## config.mk

```make
export PLATFORM = sky130hd
export DESIGN_NAME = modbus_output_write_analog_read
export DESIGN_NICKNAME = d
export VERILOG_FILES = /design/src/include/modbus_slave_pkg.sv /design/src/hdl/modbus_output_write_analog_read.sv
export SDC_FILE = /design/constraint.sdc
export NUM_CORES = 1
export LEC_CHECK = 0
export BUFFER_PORTS_ARGS = -buffer_cell sky130_fd_sc_hd__buf_2
export CORE_MARGIN = 4
export CORE_UTILIZATION = 45
export CTS_CLUSTER_DIAMETER = 80
export DETAILED_ROUTE_END_ITERATION = 7
export PLACE_DENSITY = 0.75
export SETUP_SLACK_MARGIN = 0.02
export SYNTH_ARGS = -nofsm -noshare
export SYNTH_HDL_FRONTEND = slang
export SYNTH_SLANG_ARGS = --single-unit
```

## constraint.sdc

```tcl
create_clock -name clk -period 15.5 [get_ports clk]
set_clock_uncertainty 0.1 [all_clocks]
set_input_delay 2.325 -clock clk [delete_from_list [all_inputs] [get_ports clk]]
set_output_delay 2.325 -clock clk [all_outputs]
set_load 0.01 [all_outputs]
```

## src/include/modbus_slave_pkg.sv

```systemverilog
// constants, carriers and checksum step for the output/analog request handler
package modbus_slave_pkg;

  // ****************************************************************
  // sizes and frame layout
  // ****************************************************************
  localparam int BUF_LEN = 16;
  localparam int NUM_OUT = 16;
  localparam int NUM_AI = 8;
  localparam int NUM_IREG = 2 * NUM_AI;
  localparam logic [4:0] RX_FULL = 5'h10;
  localparam logic [4:0] RX_SAT = 5'h1F;
  localparam logic [4:0] LEN_FIXED = 5'h08;
  localparam logic [4:0] LEN_MULTI_HDR = 5'h09;
  localparam logic [5:0] LEN_ECHO = 6'h06;
  localparam logic [5:0] LEN_RD_HDR = 6'h03;
  localparam logic [5:0] POS_COUNT = 6'h02;
  localparam int POS_ADDR = 0;
  localparam int POS_FC = 1;
  localparam int POS_REG_HI = 2;
  localparam int POS_REG_LO = 3;
  localparam int POS_VAL_HI = 4;
  localparam int POS_VAL_LO = 5;
  localparam int POS_BC = 6;
  localparam int POS_DATA0 = 7;
  localparam int POS_DATA1 = 8;

  // ****************************************************************
  // codes and values
  // ****************************************************************
  localparam logic [7:0] FC_WR_SINGLE = 8'h05;
  localparam logic [7:0] FC_WR_MULTI = 8'h0F;
  localparam logic [7:0] FC_RD_INPUT = 8'h04;
  localparam logic [15:0] VAL_CLOSE = 16'hFF00;
  localparam logic [15:0] VAL_OPEN = 16'h0000;
  localparam logic [7:0] UNIT_MIN = 8'h01;
  localparam logic [7:0] UNIT_MAX = 8'hF7;
  localparam logic [15:0] CRC_INIT = 16'hFFFF;
  localparam logic [15:0] CRC_POLY = 16'hA001;
  localparam logic [4:0] BYTE_ROUND = 5'h07;
  localparam int BYTE_SHIFT = 3;

  // ****************************************************************
  // carriers and states
  // ****************************************************************
  typedef struct packed {
    logic valid;
    logic eof;
    logic [7:0] data;
  } rx_byte_t;

  typedef struct packed {
    logic valid;
    logic last;
    logic [7:0] data;
  } tx_byte_t;

  typedef enum logic [4:0] {
    ST_IDLE = 5'h01,
    ST_EXEC = 5'h02,
    ST_BODY = 5'h04,
    ST_CRC_LO = 5'h08,
    ST_CRC_HI = 5'h10
  } state_t;

  // reflected crc-16, one byte per call
  function automatic logic [15:0] crc16_step(input logic [15:0] crc,
                                             input logic [7:0] data);
    logic [15:0] c;
    c = crc ^ {8'h00, data};
    for (int b = 0; b < 8; b++) begin
      c = c[0] ? ((c >> 1) ^ CRC_POLY) : (c >> 1);
    end
    return c;
  endfunction

endpackage

```

## src/hdl/modbus_output_write_analog_read.sv

```systemverilog
// request handler: single/multiple output write and analog input read
`timescale 1ns/100ps
module modbus_output_write_analog_read
  import modbus_slave_pkg::*;
(
  input wire logic clk,
  input wire logic sys_rst,
  input wire logic [7:0] unit_addr,
  input rx_byte_t rx,
  input wire logic tx_ready,
  output tx_byte_t tx,
  output logic [NUM_OUT-1:0] coil_state,
  input wire logic [NUM_AI-1:0][31:0] analog_input_channel
);

  // ****************************************************************
  // state
  // ****************************************************************
  state_t state_q, state_d;
  logic [7:0] rx_buf_q [BUF_LEN];
  logic [4:0] rx_cnt_q;
  logic [15:0] rx_crc_q;
  logic [15:0] tx_crc_q, tx_crc_d;
  logic [5:0] tx_idx_q, tx_idx_d;
  tx_byte_t tx_q, tx_d;
  logic [NUM_OUT-1:0] coil_q, coil_d;
  logic [31:0] ai_q [NUM_AI];

  // ****************************************************************
  // request decode
  // ****************************************************************
  wire in_idle = (state_q == ST_IDLE);
  wire in_exec = (state_q == ST_EXEC);
  wire [7:0] fc = rx_buf_q[POS_FC];
  wire [15:0] start16 = {rx_buf_q[POS_REG_HI], rx_buf_q[POS_REG_LO]};
  wire [15:0] val16 = {rx_buf_q[POS_VAL_HI], rx_buf_q[POS_VAL_LO]};
  wire [7:0] byte_cnt = rx_buf_q[POS_BC];
  wire [15:0] wdata = {rx_buf_q[POS_DATA1], rx_buf_q[POS_DATA0]};
  wire [16:0] end17 = 17'(start16) + 17'(val16);
  wire count_ok = (val16 != 16'h0000) && (val16 <= 16'(NUM_OUT));
  wire [4:0] bytes_need = 5'((val16[4:0] + BYTE_ROUND) >> BYTE_SHIFT);
  wire unit_ok = (unit_addr >= UNIT_MIN) && (unit_addr <= UNIT_MAX);
  wire addr_ok = unit_ok && (rx_buf_q[POS_ADDR] == unit_addr);
  wire crc_ok = (rx_crc_q == 16'h0000);

  // single write: exact length, output in range, legal action
  wire is_single = (fc == FC_WR_SINGLE) && (rx_cnt_q == LEN_FIXED)
    && (start16 < 16'(NUM_OUT))
    && ((val16 == VAL_CLOSE) || (val16 == VAL_OPEN));

  // multi write: byte count must match output count and frame length
  wire is_multi = (fc == FC_WR_MULTI) && count_ok
    && (end17 <= 17'(NUM_OUT))
    && (byte_cnt == {3'b000, bytes_need})
    && (rx_cnt_q == LEN_MULTI_HDR + byte_cnt[4:0]);

  wire is_read = (fc == FC_RD_INPUT) && (rx_cnt_q == LEN_FIXED)
    && (val16 != 16'h0000)
    && (end17 <= 17'(NUM_IREG));

  // anything else is dropped without an exception reply
  wire accept = in_idle && rx.eof && crc_ok && addr_ok
    && (is_single || is_multi || is_read);

  // ****************************************************************
  // receive side
  // ****************************************************************
  wire tx_fire = tx_q.valid && tx_ready;
  wire rx_take = in_idle && rx.valid;
  wire rx_restart = (in_idle && rx.eof && !accept)
    || ((state_q == ST_CRC_HI) && tx_fire);

  // bytes beyond the buffer still run the checksum and the count,
  // so an oversize frame fails the length test instead of aliasing
  always_ff @(posedge clk or posedge sys_rst) begin
    if (sys_rst) begin
      rx_cnt_q <= 5'h00;
      rx_crc_q <= CRC_INIT;
      for (int i = 0; i < BUF_LEN; i++) begin
        rx_buf_q[i] <= 8'h00;
      end
    end else if (rx_take) begin
      if (rx_cnt_q < RX_FULL) begin
        rx_buf_q[rx_cnt_q[3:0]] <= rx.data;
      end
      if (rx_cnt_q != RX_SAT) begin
        rx_cnt_q <= rx_cnt_q + 5'h01;
      end
      rx_crc_q <= crc16_step(rx_crc_q, rx.data);
    end else if (rx_restart) begin
      rx_cnt_q <= 5'h00;
      rx_crc_q <= CRC_INIT;
    end
  end

  // ****************************************************************
  // outputs, one bit per channel
  // ****************************************************************
  for (genvar i = 0; i < NUM_OUT; i++) begin : g_out
    localparam logic [4:0] IDX = 5'(i);
    wire [4:0] off = IDX - start16[4:0];
    wire hit_one = is_single && (start16[4:0] == IDX);
    wire hit_many = is_multi && (IDX >= start16[4:0])
      && (17'(IDX) < end17);
    assign coil_d[i] = !in_exec ? coil_q[i]
      : hit_one ? (val16 == VAL_CLOSE)
      : hit_many ? wdata[off[3:0]]
      : coil_q[i];
  end

  always_ff @(posedge clk or posedge sys_rst) begin
    if (sys_rst) begin
      coil_q <= '0;
    end else begin
      coil_q <= coil_d;
    end
  end

  assign coil_state = coil_q;

  // analog values frozen at execution so a reply never mixes samples
  always_ff @(posedge clk or posedge sys_rst) begin
    if (sys_rst) begin
      for (int c = 0; c < NUM_AI; c++) begin
        ai_q[c] <= 32'h0000_0000;
      end
    end else if (in_exec) begin
      for (int c = 0; c < NUM_AI; c++) begin
        ai_q[c] <= analog_input_channel[c];
      end
    end
  end

  // ****************************************************************
  // reply byte selection
  // ****************************************************************
  wire [5:0] resp_len = is_read
    ? LEN_RD_HDR + {val16[4:0], 1'b0}
    : LEN_ECHO;
  wire [5:0] nidx = tx_idx_q + 6'h01;
  wire body_done = (nidx == resp_len);
  wire [5:0] dk = nidx - LEN_RD_HDR;
  wire [4:0] reg_idx = start16[4:0] + dk[5:1];
  wire [2:0] ch = reg_idx[3:1];
  wire [1:0] sel = {reg_idx[0], dk[0]};
  wire [31:0] ai_word = ai_q[ch];
  wire [7:0] ai_byte = 8'(ai_word >> {~sel, 3'b000});
  wire [7:0] rd_count = {val16[6:0], 1'b0};
  wire [7:0] next_byte = (is_read && (nidx == POS_COUNT)) ? rd_count
    : (is_read && (nidx >= LEN_RD_HDR)) ? ai_byte
    : rx_buf_q[nidx[3:0]];
  wire [15:0] crc_next = crc16_step(tx_crc_q, tx_q.data);

  // ****************************************************************
  // sequencer
  // ****************************************************************
  always_comb begin
    state_d = state_q;
    tx_d = tx_q;
    tx_idx_d = tx_idx_q;
    tx_crc_d = tx_crc_q;
    case (state_q)
      ST_IDLE: begin
        if (accept) begin
          state_d = ST_EXEC;
        end
      end
      ST_EXEC: begin
        state_d = ST_BODY;
        tx_d = '{valid: 1'b1, last: 1'b0, data: rx_buf_q[POS_ADDR]};
        tx_idx_d = 6'h00;
        tx_crc_d = CRC_INIT;
      end
      ST_BODY: begin
        if (tx_fire) begin
          tx_crc_d = crc_next;
          tx_idx_d = nidx;
          if (body_done) begin
            state_d = ST_CRC_LO;
            tx_d.data = crc_next[7:0];
          end else begin
            tx_d.data = next_byte;
          end
        end
      end
      ST_CRC_LO: begin
        if (tx_fire) begin
          state_d = ST_CRC_HI;
          tx_d.data = tx_crc_q[15:8];
          tx_d.last = 1'b1;
        end
      end
      ST_CRC_HI: begin
        if (tx_fire) begin
          state_d = ST_IDLE;
          tx_d = '{valid: 1'b0, last: 1'b0, data: 8'h00};
        end
      end
      default: begin
        state_d = ST_IDLE;
        tx_d = '{valid: 1'b0, last: 1'b0, data: 8'h00};
      end
    endcase
  end

  always_ff @(posedge clk or posedge sys_rst) begin
    if (sys_rst) begin
      state_q <= ST_IDLE;
      tx_q <= '{valid: 1'b0, last: 1'b0, data: 8'h00};
      tx_idx_q <= 6'h00;
      tx_crc_q <= CRC_INIT;
    end else begin
      state_q <= state_d;
      tx_q <= tx_d;
      tx_idx_q <= tx_idx_d;
      tx_crc_q <= tx_crc_d;
    end
  end

  assign tx = tx_q;

  // ****************************************************************
  // checks
  // ****************************************************************
  AST_OWN_ADDR:
  assert property (@(posedge clk) disable iff (sys_rst)
    in_exec |-> (rx_buf_q[POS_ADDR] == unit_addr) && unit_ok)
  else $error("frame executed for a foreign unit address");

  AST_DISCARD:
  assert property (@(posedge clk) disable iff (sys_rst)
    (in_idle && rx.eof && (!crc_ok || !addr_ok)) |=> in_idle ##1 in_idle)
  else $error("rejected frame produced activity");

  AST_CRC_HI_FOLLOWS:
  assert property (@(posedge clk) disable iff (sys_rst)
    (state_q == ST_CRC_LO && tx_fire)
      |=> tx_q.last && (tx_q.data == $past(tx_crc_q[15:8])))
  else $error("crc high byte not sent after low byte");

  AST_SINGLE_CLOSE:
  assert property (@(posedge clk) disable iff (sys_rst)
    (in_exec && is_single && val16 == VAL_CLOSE)
      |=> coil_q[$past(start16[3:0])])
  else $error("single write did not close the output");

  AST_SINGLE_OPEN:
  assert property (@(posedge clk) disable iff (sys_rst)
    (in_exec && is_single && val16 == VAL_OPEN)
      |=> !coil_q[$past(start16[3:0])] ##1 tx_q.valid)
  else $error("single write did not open the output");

  AST_ECHO:
  assert property (@(posedge clk) disable iff (sys_rst)
    (state_q == ST_BODY && is_single)
      |-> tx_q.data == rx_buf_q[tx_idx_q[3:0]])
  else $error("single write reply differs from request");

  AST_MULTI_FIRST_BIT:
  assert property (@(posedge clk) disable iff (sys_rst)
    (in_exec && is_multi)
      |=> coil_q[$past(start16[3:0])] == $past(rx_buf_q[POS_DATA0][0]))
  else $error("first data bit not applied to start output");

  AST_MULTI_LEN:
  assert property (@(posedge clk) disable iff (sys_rst)
    (state_q == ST_CRC_LO && is_multi) |-> tx_idx_q == LEN_ECHO)
  else $error("multi write reply length wrong");

  AST_READ_COUNT:
  assert property (@(posedge clk) disable iff (sys_rst)
    (state_q == ST_BODY && is_read && tx_idx_q == POS_COUNT)
      |-> tx_q.data == {val16[6:0], 1'b0})
  else $error("read reply byte count is not twice the count");

  AST_TX_HOLD:
  assert property (@(posedge clk) disable iff (sys_rst)
    (tx_q.valid && !tx_ready) |=> $stable(tx_q.data) && tx_q.valid)
  else $error("reply byte changed while stalled");

  AST_READ_MSB_FIRST:
  assert property (@(posedge clk) disable iff (sys_rst)
    (state_q == ST_BODY && is_read && !start16[0]
      && tx_idx_q == LEN_RD_HDR)
      |-> tx_q.data == ai_q[start16[3:1]][31:24])
  else $error("analog value not sent most significant byte first");

  AST_COIL_HOLD:
  assert property (@(posedge clk) disable iff (sys_rst)
    !in_exec |=> $stable(coil_q))
  else $error("outputs changed outside an accepted request");

endmodule // modbus_output_write_analog_read

```

Word-level counts from Yosys, hierarchy flattened. Index checks and enable logic that the tools add are counted. W data, S select, Z words.

Add/subtract/negate cells: 24. $lt $le $gt $ge: 59. Equal/unequal tests: 37. Shift-type cells: 1. Mux-type cells: 114. Bitwise operators: 25. Reductions and logical operators: 124.

Operator list (count): $mux W16 (19); $lt A4 B17 Y1 const A (8); $bwmux W128 (1); $bmux W32 S3 (1); $lt A4 B5 Y1 const B (16); $logic_and A1 B1 Y1 (72); $lt A3 B17 Y1 const A (4); $bmux W1 S4 (16); $mux W32 (2); $mux W8 (7); $eq A5 B4 Y1 const B (10); $mux W1 (48); $not A2 Y3 (16); $ge A4 B5 Y1 const A (8); $mux W5 (8); $pmux W8 S5 (1); $reduce_and A2 Y1 (20); $reduce_bool A2 Y1 (18); $lt A1 B17 Y1 const A (2); $lt A2 B17 Y1 const A (2); $bmux W8 S4 (1); $demux W8 S4 (1); $logic_not A16 Y1 (2); $pmux W16 S2 (1); other kinds (61) (100).

Register bits: 458. Word-level logic and storage cells: 432.

Logic depth before layout (Yosys ltp).
Word-level depth: 20. Mapped depth: 21. Mapped depth without buffers: 14.

Worst setup path before layout. Ideal clock, no wire load.

Path kind: register -> register. Start: reg tx_idx_q[1]. End: reg tx_q (netlist bit tx[1]). Setup time: 0.074 ns. Arrival: 4.732 ns. Data required time: 15.326 ns. Path slack: 10.594 ns. Cell stages (with the launch flop): 22. Buffers on the path: 7. Cell sequence: dfrtp_1 inv_1 ha_1 clkbuf_1 clkbuf_1 clkbuf_1 o21ai_0 xnor2_1 ha_1 a21oi_1 xnor2_1 xnor2_1 buf_2 buf_4 buf_4 buf_2 mux2i_1 o2111ai_1 o311ai_0 nand2_1 a211o_1 o21ai_2.

Longest elaborated chain between the ends: 13. Elaborated cells between the ends (all ways): 23. Classes of those cells: add/sub (3); order compare (1); eq/ne (2); shift (1); mux (11); bitwise (3); reduce/logical (2).

Ends and longest elaborated chain: start: declaration (RTL line modbus_output_write_analog_read.sv:24) `logic [5:0] tx_idx_q, tx_idx_d;`; start signal: assignment (RTL line modbus_output_write_analog_read.sv:215) `tx_idx_q <= tx_idx_d;`; $add A6 B1 Y6 * (RTL line modbus_output_write_analog_read.sv:140) `wire [5:0] nidx = tx_idx_q + 6'h01;`; $sub A5 B2 Y5 (RTL line modbus_output_write_analog_read.sv:142) `wire [5:0] dk = nidx - LEN_RD_HDR;`; $add A4 B4 Y4 (RTL line modbus_output_write_analog_read.sv:143) `wire [4:0] reg_idx = start16[4:0] + dk[5:1];`; $not A3 Y4 (implied by the code) (RTL line modbus_output_write_analog_read.sv:146) `wire [31:0] ai_word = ai_q[ch];`; $bmux W32 S3 (RTL line modbus_output_write_analog_read.sv:146); $mux W32 (implied by the code) (2 in series) (RTL line modbus_output_write_analog_read.sv:146); $shr A32 B5 Y8 (RTL line modbus_output_write_analog_read.sv:147) `wire [7:0] ai_byte = 8'(ai_word >> {~sel, 3'b000});`; $mux W8 (RTL line modbus_output_write_analog_read.sv:150) `: (is_read && (nidx >= LEN_RD_HDR)) ? ai_byte`; $mux W8 (RTL line modbus_output_write_analog_read.sv:149) `wire [7:0] next_byte = (is_read && (nidx == POS_COUNT)) ? rd_count`; $mux W8 * (RTL line modbus_output_write_analog_read.sv:178) `if (body_done) begin`; $mux W8 * (RTL line modbus_output_write_analog_read.sv:175) `if (tx_fire) begin`; $pmux W8 S5 * (RTL line modbus_output_write_analog_read.sv:162) `case (state_q)`; end signal: assignment (RTL line modbus_output_write_analog_read.sv:209) `tx_q <= '{valid: 1'b0, last: 1'b0, data: 8'h00};`; end signal: assignment (RTL line modbus_output_write_analog_read.sv:214) `tx_q <= tx_d;`; end: declaration (RTL line modbus_output_write_analog_read.sv:25) `tx_byte_t tx_q, tx_d;`.

Mark *: on every way between the ends. The rest lies on a longest branch, timed or not. The select of a mux whose other input is x is not followed. A chain may end at the register's enable or synchronous reset.

Final worst setup path.
Start: reg tx_idx_q[0]. End: reg tx_q (netlist bit tx[1]).

Same word-level chain as after synthesis.

==> impl_results.md <==
* DP HPWL at 59300 um
* Crit Path Class: reg2reg
* Relative slew margins at 0.0623
* Nets at 3163
* Crit end category: register
* Largest delay share family, worst path: buffers and inverters
* Tmin final at 6.16 ns
* Vias in the first global route at 20300
* Metal3 WL at 7900 um
* Max Cap Violations at 0
* Die ar. at 60300 sq um
* Setup-failing EPs final at 0
* Highest Signal Layer: met5
* Mean area per synthesized cell at 9.67 sq um
* DR WL/cell at 22.5 um
* CTS sink count at 458
* Status: finished clean
* Share of the synthesized area in the top cell type at 0.419
* Clock tree buffer depth at 3
* Worst setup SP type: register
* WL final at 81500 um
* Leak Pwr at 12.8 nW
* Post-route setup TNS at 0 ns
* Actual slew at the worst max-slew pin at 1.41 ns
* Initial antenna violation count at 3
* TritonCTS clock tree: built
* Cells after synthesis at 2625
* Pins Over Slew Limit at 0
* EDFF count, synth at 0
* Mapped Area at 25400 sq um
* Wl on met1 at 32500 um
* Commonest non-fill, non-tap cell in the layout: nand2_1
* Worst hold stages at 2
* Fin crit share at 0.397
* R2R Setup Slk at 9.34 ns
* Met2 routed WL at 38000 um
* Largest net degree at the start of global routing at 261
* Die width at 246 um
* CP max-delay cell: buf_4
* Post-route cell area at 29000 sq um
* Post-synth top area cell: dfrtp_1
* Syn nets at 2949
* CTS Hold Bufs at 0
* Clock-pin slew on the worst setup and hold paths at 0.06 ns
* DR vias/cell at 5.87
* Placed cell areas at 27300 sq um
* Placer congestion estimate at 0.974
* Reg-to-Reg Start: tx_idx_q[0]
* Worst min path class: reg2reg
* Fill count at 4959
* Detailed Route Iter0 Violations at 2625
* Synth async-reset ratio at 1.00
* Final hold violations at 0
* Tot GR Track Use at 0.262
* Post-CTS setup buffer count at 0
* Worst EP arrival at 6.53 ns
* Core footprint at 55500 sq um
* Num CTS Buffers at 48
* Highest Clock Rate at 162 MHz
* Flops & latches, synth at 458
* Synth warn at 0
* Share of cells above drive strength 1 at 0.247
* WHS Endpoint: ai_q[91]
* Seq/Total Area, Yosys at 0.453
* Clock latency on the worst-skew pair at 0.59 ns
* Pwr dens at 166 nW/um^2
* Ports at 303
* Via Count at 21300
* Global-route wire length before repair at 123000 um
* DRC viols at 0
* Cell repeated most along the worst path: buf_4
* Synth Flop Type: dfrtp_1
* Ranking of synthesized cells by area: dfrtp_1 42%, nand2_1 13%, mux4_2 7.6%
* CP max stage delay at 0.86 ns
* Input/output buffers at 302
* Crit path buf inv count at 4
* Most frequent cells in the layout: 879 x nand2_1, 424 x dfrtp_1, 302 x buf_2
* CP max FO at 62
* Cells on worst reg2reg path at 18
* Synth unique cells at 85
* Total congestion overflow at 0
* Drt pass-1 iters at 6
* Worst EP required at 15.87 ns
* R2r endpoint: tx[1]
* Hold path start: ai_q[91]
* Area Overhead vs Synth at 14.3%
* Max IR drop VDD at 0.000133 V
* Root buf cell: clkbuf_16
* Post-route ant nets at 0
* Critical-path cell list: buf_4 > ha_1 > xnor2_1 > buf_4 > o21ai_0 > xnor2_1 > ha_1 > a21oi_1 > xnor2_1 > xnor2_2 > buf_4 > buf_4 > mux4_2 > o2111ai_1 > o311ai_0 > nand2_1 > a211o_1 > o21ai_2
* Die Ht at 246 um
* Rows at 86
* Unrepaired setup endpoints after global routing: no
* Post_cts resized at 0
* H-Tree Depth at 2
* Starting Density at 0.457
-- cells in the mapped netlist (all sizes together) (4+ instances only) --
library cell	count
o22a	7
xnor2	63
a2bb2oi	12
nand2b	14
and2	7
nor2b	11
a221oi	6
inv	33
o21ai	67
buf	34
or4	7
a21oi	57
nand2	879
o22ai	15
a211o	5
clkbuf	129
nor2	131
a211oi	9
dfstp	33
a22o	5
nor4b	4
a22oi	13
or3	11
nor3	36
mux2i	74
a21boi	6
mux4	86
xor2	26
and4	5
nor4	19
dfrtp	425
o21bai	4
o31ai	6
and3	12
o211ai	15
o2111ai	13
a31oi	10
ha	45
o311ai	8
nand3	47
a21o	8
mux2	161
nand4	22
nor3b	7
-- kinds of logic after synthesis --
kind of cell / Yosys count / share of synthesized area
AOI/OAI and AO/OA: 292 / 0.0782
and+or+nand+nor: 1221 / 0.202
adders and majority gates: 47 / 0.0237
DFF: 458 / 0.453
xor gates and xnor gates: 90 / 0.0316
muxes: 321 / 0.177
buffers and inverters: 196 / 0.0342
-- layout make-up --
cell class                 count  area (sq um)  area share
antenna                        2          5.00    0.000172
clock buffer                  66          1350      0.0464
clock inverter                21           338      0.0116
inverter                      33           131     0.00452
multi-input combinational   1971         13100       0.450
sequential                   458         11500       0.396
tap                          748           936      0.0322
timing repair buffer         327          1720      0.0594
-- worst max-delay path by stage --
stage / end / startpoint / cells after the start
floorplan: ai_q[0] / sys_rst / 1
global placement: tx[0] / tx_idx_q[0] / 18
detailed placement: tx[1] / tx_idx_q[0] / 18
CTS: tx[1] / tx_idx_q[0] / 18
global route: tx[0] / tx_idx_q[0] / 18
finish: tx[1] / tx_idx_q[0] / 18
-- tightest hold or removal path, delay by kind of cell (launching register included) --
kind | cells | cell delay (ns)
AND/OR/NAND/NOR | 2 | 0.10
flip-flops | 1 | 0.34
-- layer usage --
layer | vias up | track usage
met2 | 1141 | 0.410
li1 | 9489 | -
met1 | 10500 | 0.361
met5 | - | 0
met3 | 200 | 0.0618
met4 | 2 | 0.0914
-- report_power, final --
part	switching (mW)	leakage (nW)	total [mW]	internal [mW]
Clock	0.504	0.819	1.25	0.744
Sequential	0.247	4.80	1.61	1.36
Combinational	1.11	7.20	1.96	0.850
-- per-stage QoR --
stage                     instances  setup WS [ns]   util  power, mW  hold WS (ns)
after floorplan                2625          0.361      -       3.05         0.340
after global placement         3537           9.47  0.493       3.50         0.354
after detailed placement       3537           9.33  0.493       3.53         0.357
after CTS                      3624           9.32  0.523       4.78         0.375
after global routing           3626           8.84  0.523       5.04         0.395
final                          3626           9.34  0.523       4.82         0.375
-- sequential cells by signal, summed over array words and instances, names as in the netlist --
register / count
ai_q: 256
rx_buf_q: 105
coil_state: 16
rx_crc_q: 16
tx_crc_q: 16
tx: 10
byte_cnt: 8
fc: 8
rd_count: 7
tx_idx_q: 6
rx_cnt_q: 5
state_q: 5
No activity file was read; power rests on OpenSTA's default activity.
